**config.mk**
```make
export PLATFORM = sky130hd
export DESIGN_NAME = supply_fault_bus_abort
export DESIGN_NICKNAME = d
export VERILOG_FILES = /design/src/supply_fault_pkg.sv /design/src/supply_fault_bus_abort.sv
export VERILOG_INCLUDE_DIRS = /design/src
export SDC_FILE = /design/constraint.sdc
export NUM_CORES = 1
export LEC_CHECK = 0
export ABC_AREA = 1
export BUFFER_PORTS_ARGS = -buffer_cell sky130_fd_sc_hd__buf_4
export CAP_MARGIN = 20
export CORE_MARGIN = 2
export CORE_UTILIZATION = 55
export DETAILED_ROUTE_END_ITERATION = 8
export PLACE_DENSITY = 0.82
export RECOVER_POWER = 100
export SYNTH_ARGS = -nofsm -noshare
export SYNTH_HDL_FRONTEND = slang
export SYNTH_SLANG_ARGS = --single-unit
```
**constraint.sdc**
```tcl
create_clock -name clk -period 1.9 [get_ports clk]
set_input_delay 0.38 -clock clk [delete_from_list [all_inputs] [get_ports clk]]
set_output_delay 0.38 -clock clk [all_outputs]
set_load 0.005 [all_outputs]
```
**src/supply_fault_cfg.svh**
```systemverilog
// Timing counts and field positions for the supply fault and bus abort logic.
// Assumes nothing of its surroundings; included by the package and the design file.
`ifndef SUPPLY_FAULT_CFG_SVH
`define SUPPLY_FAULT_CFG_SVH

`define SUPPLY_COUNT        4
`define SUP_BUS             0
`define SUP_BUFFER          1
`define SUP_DIGITAL         2
`define SUP_ANALOG          3
`define STATUS_ONE_WIDTH    8
`define STATUS_ONE_CAP_BIT  3
`define CAP_SETTLE_NS       500
`define CLK_PERIOD_NS       25
`define CAP_SETTLE_CYCLES   ((`CAP_SETTLE_NS + `CLK_PERIOD_NS - 1) / `CLK_PERIOD_NS)

`endif

```
**src/supply_fault_pkg.sv**
```systemverilog
// Types for the supply fault and bus abort logic.
// Assumes the constants header sits in the same folder.
`include "supply_fault_cfg.svh"

package supply_fault_pkg;

	typedef enum logic [1:0] {
		MODE_CRM,
		MODE_PDCM,
		MODE_PSI5
	} bus_mode_e;

	typedef enum logic [1:0] {
		CAP_IDLE,
		CAP_SETTLE,
		CAP_SAMPLE
	} cap_state_e;

	typedef logic [`STATUS_ONE_WIDTH-1:0] status_one_t;

endpackage

```
**src/supply_fault_bus_abort.sv**
```systemverilog
// Supply supervision: internal reset, transfer abort, diagnostic flush and buffer capacitor flag.
// Assumes comparator levels arrive asynchronously and the protocol engine runs on clk.
// How it works
// RL1: Internal reset stays asserted after power-up until all monitored supplies are good.
// RL2: Internal reset asserts whenever any monitored supply drops below its threshold.
// RL3: Bus, buffer, digital and analog supplies are watched; any drop is a fault.
// RL4: Fault during command-response command reception discards it and suppresses its response.
// RL5: Fault during command-response response stops it at once, never resent.
// RL6: After recovery in command-response mode, command decoding restarts.
// RL7: Fault during periodic command reception discards it and skips that period's response.
// RL8: Fault during periodic response stops it, no retransmission.
// RL9: Periodic-mode fault flushes partial diagnostic command; assembly restarts with next frames.
// RL10: Fault during diagnostic response stops it, not resent.
// RL11: After recovery in periodic mode, periodic responses resume for later commands.
// RL12: In PSI5, a fault ends the current response frame at once.
// RL13: In PSI5, responses resume once supply is good again.
// RL14: Buffer supply low from missing capacitor sets the capacitor fault bit in status one.
// RL15: The capacitor check is scheduled in step with protocol transmissions.
// RL16: Each comparator is synchronised, then OR-ed into one fault level driving abort logic.
`timescale 1ns/100ps
`include "supply_fault_cfg.svh"

module supply_fault_bus_abort (
	input  wire logic                                  clk,
	input  wire logic                                  reset_n,
	input  wire logic [`SUPPLY_COUNT-1:0]              supply_good,
	input  wire supply_fault_pkg::bus_mode_e           bus_mode,
	input  wire logic                                  cmd_receiving,
	input  wire logic                                  cmd_done,
	input  wire logic                                  resp_sending,
	input  wire logic                                  diag_resp_sending,
	input  wire logic                                  diag_frame_partial,
	input  wire logic                                  tx_start,
	input  wire logic                                  status_one_clear,
	output logic                                       internal_reset_n,
	output logic                                       supply_fault,
	output logic                                       cmd_discard,
	output logic                                       resp_abort,
	output logic                                       diag_resp_abort,
	output logic                                       diag_flush,
	output logic                                       decode_enable,
	output logic                                       resp_enable,
	output supply_fault_pkg::status_one_t              device_status_one
);

	// ************************************************************
	// Supply comparator synchronisers.
	// ************************************************************
	logic [`SUPPLY_COUNT-1:0] good_meta_q;
	logic [`SUPPLY_COUNT-1:0] good_sync_q;
	logic                     fault_q;
	logic                     fault_d;
	logic                     rst_n_q;
	logic                     rst_n_d;

	// Only the second stage is read, because the first may still be settling from metastability.

	always_comb
	begin
		fault_d = |(~good_sync_q); // [RL3] [RL16]
		rst_n_d = ~fault_d;        // [RL1] [RL2]
	end

	// Reset value of the synchroniser means every supply is taken as bad until proven good.
	always_ff @(posedge clk or negedge reset_n)
	begin
		if (!reset_n)
		begin
			good_meta_q <= 4'h0;
			good_sync_q <= 4'h0;
			fault_q     <= 1'h1;
			rst_n_q     <= 1'h0;
		end
		else
		begin
			good_meta_q <= supply_good;
			good_sync_q <= good_meta_q; // [RL16]
			fault_q     <= fault_d;
			rst_n_q     <= rst_n_d;
		end
	end

	assign supply_fault     = fault_q;
	assign internal_reset_n = rst_n_q;

	// ************************************************************
	// Transfer abort and diagnostic flush.
	// ************************************************************
	// The abort flags are levels, so the protocol engine must drop the frame rather than retry it.
	logic discard_q;
	logic discard_d;
	logic abort_q;
	logic abort_d;
	logic diag_abort_q;
	logic diag_abort_d;
	logic flush_q;
	logic flush_d;
	logic decode_q;
	logic decode_d;
	logic resp_en_q;
	logic resp_en_d;
	logic skip_q;
	logic skip_d;

	always_comb
	begin
		discard_d    = fault_d & cmd_receiving & (bus_mode != supply_fault_pkg::MODE_PSI5); // [RL4] [RL7]
		abort_d      = fault_d & resp_sending;      // [RL5] [RL8] [RL12]
		diag_abort_d = fault_d & diag_resp_sending; // [RL10]
		flush_d      = fault_d & diag_frame_partial & (bus_mode == supply_fault_pkg::MODE_PDCM); // [RL9]
		decode_d     = ~fault_d;                    // [RL6]
		// A command torn by the fault outside PSI5 cancels the response of its period; the next whole command re-arms it.
		skip_d = skip_q;
		if (discard_d)
		begin
			skip_d = 1'h1; // [RL4] [RL7]
		end
		else if (cmd_done && !fault_d)
		begin
			skip_d = 1'h0; // [RL11]
		end
		resp_en_d = ~fault_d & ~skip_d; // [RL11] [RL13]
	end

	always_ff @(posedge clk or negedge reset_n)
	begin
		if (!reset_n)
		begin
			discard_q    <= 1'h0;
			abort_q      <= 1'h0;
			diag_abort_q <= 1'h0;
			flush_q      <= 1'h0;
			decode_q     <= 1'h0;
			resp_en_q    <= 1'h0;
			skip_q       <= 1'h0;
		end
		else
		begin
			discard_q    <= discard_d;
			abort_q      <= abort_d;
			diag_abort_q <= diag_abort_d;
			flush_q      <= flush_d;
			decode_q     <= decode_d;
			resp_en_q    <= resp_en_d;
			skip_q       <= skip_d;
		end
	end

	assign cmd_discard     = discard_q;
	assign resp_abort      = abort_q;
	assign diag_resp_abort = diag_abort_q;
	assign diag_flush      = flush_q;
	assign decode_enable   = decode_q;
	assign resp_enable     = resp_en_q;

	// ************************************************************
	// Buffer capacitor check.
	// ************************************************************
	localparam int unsigned SETTLE = `CAP_SETTLE_CYCLES;
	// Eight counter bits leave room to lengthen the settle time without touching the logic.
	supply_fault_pkg::cap_state_e  cap_q;
	supply_fault_pkg::cap_state_e  cap_d;
	logic [7:0]                    cnt_q;
	logic [7:0]                    cnt_d;
	supply_fault_pkg::status_one_t stat_q;
	supply_fault_pkg::status_one_t stat_d;

	// The check only looks under transmit load, where a missing capacitor actually sags the rail.
	always_comb
	begin
		cap_d  = cap_q;
		cnt_d  = cnt_q;
		stat_d = stat_q;
		// The clear comes first, so a capacitor fault seen in the same cycle wins.
		if (status_one_clear)
		begin
			stat_d[`STATUS_ONE_CAP_BIT] = 1'h0;
		end
		unique case (cap_q)
			supply_fault_pkg::CAP_IDLE:
			begin
				if (tx_start) // [RL15]
				begin
					cap_d = supply_fault_pkg::CAP_SETTLE;
					cnt_d = 8'h00;
				end
			end
			supply_fault_pkg::CAP_SETTLE:
			begin
				cnt_d = cnt_q + 8'h01;
				if (cnt_q == 8'(SETTLE - 1))
				begin
					cap_d = supply_fault_pkg::CAP_SAMPLE;
				end
			end
			supply_fault_pkg::CAP_SAMPLE:
			begin
				if (!good_sync_q[`SUP_BUFFER])
				begin
					stat_d[`STATUS_ONE_CAP_BIT] = 1'h1; // [RL14]
				end
				cap_d = supply_fault_pkg::CAP_IDLE;
			end
		endcase
	end

	always_ff @(posedge clk or negedge reset_n)
	begin
		if (!reset_n)
		begin
			cap_q  <= supply_fault_pkg::CAP_IDLE;
			cnt_q  <= 8'h00;
			stat_q <= 8'h00;
		end
		else
		begin
			cap_q  <= cap_d;
			cnt_q  <= cnt_d;
			stat_q <= stat_d;
		end
	end

	assign device_status_one = stat_q;

endmodule // supply_fault_bus_abort

```
Word level (Yosys, flattened, before mapping)
Index checks and enable logic that the tools add are counted.

$mul: 0. Reductions and logical operators: 7. Equal/unequal tests: 7. Div/mod/pow operators: 0. Multiplexer cells: 10. Shifts and indexed selects: 0. Bitwise gates (word level): 10. Order comparisons: 0. Add/subtract/negate cells: 1.

Operator list (number): $pmux 8 s2 (1); $add 8x1->8 const B (1); $eq 8x5->1 const B (1); $mux 8 (1); $and 1x1->1 (7); $ne 2x2->1 const B (3); $pmux 2 s3 (1); $mux 1 (5); $eq 2x1->1 const B (2); $mux 2 (2); $not 4->4 (1); $reduce_and 2->1 (2); $reduce_or 4->1 (1); $eq 2x2->1 const B (1); $logic_not 2->1 (1); $not 1->1 (2); $reduce_bool 2->1 (1); $logic_and 1x1->1 (1); $logic_not 1->1 (1).

Latch bits: 0. Memories kept: 0. Memory bits (read-only): 0. Register bits: 27. Bits in writable memories: 0. Logic and storage cells: 48.

Depth between registers and ports, before layout
Depth in word-level cells: 8. Mapped depth: 9. Mapped depth without buffers: 9.

Least setup slack after synthesis
OpenSTA, ideal clock, no wires.

Kind: reg-to-reg. Start point: register cap_q[0]. End point: register cnt_q[0]. Data arrival time: 1.078 ns. Stages on the path, launching flop included: 9. Slack: 0.695 ns. Period minus slack after synthesis: 1.205 ns. Path through: dfrtp_1 inv_1 ha_1 inv_1 or2_1 nand2_1 inv_1 nand2_1 o21ai_0.

Longest elaborated chain between the ends: 3. Elaborated cells between the ends (all ways): 6. Classes of those cells: eq/ne: 2; mux: 1; reduce/logical: 3.

RTL lines: start, declared (line supply_fault_bus_abort.sv:161) `supply_fault_pkg::cap_state_e cap_q;`; start signal, assigned (line supply_fault_bus_abort.sv:211) `cap_q <= supply_fault_pkg::CAP_IDLE;`; start signal, assigned (line supply_fault_bus_abort.sv:217) `cap_q <= cap_d;`; $eq 2x1->1 / $logic_not 2->1 (equally long branches) (line supply_fault_bus_abort.sv:179) `unique case (cap_q)`; $reduce_bool 2->1 (no source line) / $ne 2x2->1 (equally long branches); $reduce_and 2->1 (no source line); end signal, assigned (line supply_fault_bus_abort.sv:218) `cnt_q <= cnt_d;`; end, declared (line supply_fault_bus_abort.sv:163) `logic [7:0] cnt_q;`.

Parallel ways exist; a longest one is shown, timed or not. A chain may end at the register's enable or synchronous reset.

Worst setup path after layout
Start point: register cap_q[1]. End point: register cnt_q[3].

Same word-level chain as after synthesis.

==> impl_results.md <==
- Synth unique cells: 26
- Mapped Area: 1230 sq um
- Synth Register Bits: 27
- Reg clk slew, reported paths: 0.13 ns
- Run status: finished clean
- Synth Warn #: 0
- CP required: 2.13 ns
- Cells after synthesis: 133
- Fin worst setup slack: 0.414 ns
- DR vias/cell: 4.57
- CTS sink count: 27
- H-tree level count: 1
- Share of the synthesized area in the top cell type: 0.528
- Vias in the first global route: 822
- Via count: 854
- Remaining DRCs: 0
- P&R area growth vs syn: 15.4%
- Critical Path Sink Type: register
- Post-synth top cells: 27 x nand2_1, 26 x dfrtp_1, 26 x inv_1
- Chip Height: 51.3 um
- Worst rel slew slack: 0.580
- Pre-CTS setup slack: 0.575 ns
- # setup viols final: 0
- Drt initial violations: 14
- # IOs: 31
- RSZ-0062 raised after global routing: no
- Total length of routed wires: 1.86 mm
- Power density over cell area: 872 nW/um^2
- Final ANT Viol Nets: 0
- First-pass GRT wire length: 3.16 mm
- Total grt overflow: 0
- Primary FF master, synth: dfrtp_1
- Layout cells sized above 1: 0.245
- Worst-margin pin slew: 0.630 ns
- Arrival time worst endpoint: 1.72 ns
- CP startpoint kind: register
- Hold Crit Class: primary input to register
- Post-synth EDFFs: 0
- TritonCTS buffer count: 3
- Routed wire per std cell: 9.96 um
- Inserted Diodes: 0
- GRT Overall Usage: 0.159
- Register area share after synthesis: 0.550
- Largest fanout on the critical path: 9
- Cell with the most instances after synthesis: nand2_1
- Main area contributors after synthesis: dfrtp_1 53%, nand2_1 8.2%, inv_1 7.9%, buf_4 4.9%, ha_1 4.1%
- Area of the core: 2170 sq um
- Antenna violations before repair: 0
- Post_cts resized: 0
- Root Buffer: clkbuf_4
- Pins Over Slew Limit: 0
- DR pass1 iterations: 4
- CTS tree: yes
- Largest net degree at the start of global routing: 28
- Gpl congestion: 0.912
- Period minus WS final: 1.49 ns
- MaxCap Viol Count: 0
- Pleak: 0.777 nW
- Hpwl dp: 1.50 mm
- Rows: 17
- Clock buffer depth: 2
- Fin nets: 179
- Post-synthesis async set-or-reset flop share: 1.00
- Die area: 2630 sq um
- FILL cells: 180
- WS Path Type: register to register
- Max Fclk: 673 MHz
- Chip width: 51.3 um
- Clk Latency, worst-skew pair: 0.30 ns
- Setup Skew: 0.00854 ns
- Area leader, netlist: dfrtp_1
- Peak VDD IR: 0.521 mV
- Setup TNS: 0 ns
- Initial core utilization: 0.567
- Synthesized area per cell: 9.26 sq um
- Final Cycle Share: 0.782
- Final hold violations: 0
- Port bufs: 23
==> final timing paths <==
kind                                      from             end  slack, ns  cells past startpoint
worst min register to register  good_meta_q[2]  good_sync_q[2]       0.36                      0
worst min-delay path            supply_good[2]  good_meta_q[2]       0.19                      1
worst max register to register        cap_q[1]        cnt_q[3]       0.41                      7
min in group asynchronous              reset_n        cnt_q[2]       0.61                      2
max in group asynchronous              reset_n      diag_flush       0.88                      2
worst max-delay path                  cap_q[1]        cnt_q[3]       0.41                      7
==> cell type report <==
cell class                      instances  area, sq um  area share
Tap cell                               28         35.0      0.0246
Multi-Input combinational cell         77          405       0.285
Inverter                               27          101      0.0713
Timing Repair Buffer                   24          176       0.124
Sequential cell                        27          677       0.476
Clock buffer                            4         26.3      0.0185
==> placed cells by master (no fill, tap or decap), types with 2 or more instances in the layout <==
cell type / instances
nand2_1: 29
nor2_1: 7
nand3_1: 3
conb_1: 7
nand4_1: 3
ha_1: 4
dfrtp_1: 26
nand2_2: 3
buf_4: 9
clkbuf_4: 15
nor2_2: 6
clkbuf_1: 2
inv_1: 26
o21ai_0: 3
a21oi_1: 2
==> worst max-delay path, stage by stage (launching register included) <==
cell and delay (ns):
dfrtp_1 0.42, inv_1 0.08, ha_1 0.21, nand2_1 0.09, nand2_1 0.23, nand2_2 0.11, xor2_1 0.16, nor2_1 0.11
==> layer usage <==
| metal | wire length [um] | track usage | vias to the layer above |
|---|---|---|---|
| li1 | - | - | 437 |
| met1 | 770 | 0.175 | 390 |
| met2 | 963 | 0.290 | 25 |
| met3 | 114 | 0.0380 | 2 |
| met4 | 13 | 0.0702 | 0 |
| met5 | 0 | 0 | - |
==> registers in the layout, indices dropped and copies added (netlist names), 2 cells and up <==
| signal | cells |
|---|---|
| cap_q | 2 |
| cnt_q | 8 |
| good_meta_q | 4 |
| good_sync_q | 4 |
==> per-stage QoR <==
step	utilization	hold WS, ns	power, mW	cells	area [sq um]
3_3_place_gp	0.646	0.301	1.02	182	1400
6_report	0.655	0.191	1.24	187	1420
4_1_cts	0.663	0.158	1.28	187	1440
3_5_place_dp	0.646	0.305	1.05	182	1400
5_1_grt	0.655	0.171	1.34	187	1420
2_1_floorplan	-	0.0844	0.953	139	1250
==> power by group <==
| part | leakage (nW) | internal (mW) | switching [mW] | total (mW) |
|---|---|---|---|---|
| Clock | 0.0150 | 0.0817 | 0.144 | 0.226 |
| Combinational | 0.424 | 0.125 | 0.224 | 0.349 |
| Sequential | 0.339 | 0.630 | 0.0343 | 0.664 |
==> cell families after synthesis <==
kind of cell,count (synthesis),synth area share
xor gates and xnor gates,1,0.00712
AOI/OAI and AO/OA,9,0.0447
buffers and inverters,35,0.131
other,1,0.00305
DFF,27,0.550
and+or+nand+nor,56,0.224
adders and majority gates,4,0.0407
==> timing repair <==
action,4_1_cts,5_1_grt
setup endpoints to repair,0,0
endpoints found under the hold margin,26,0
buffers inserted,0,0
hold buffers,1,0
(Power assumes the default switching activity.)
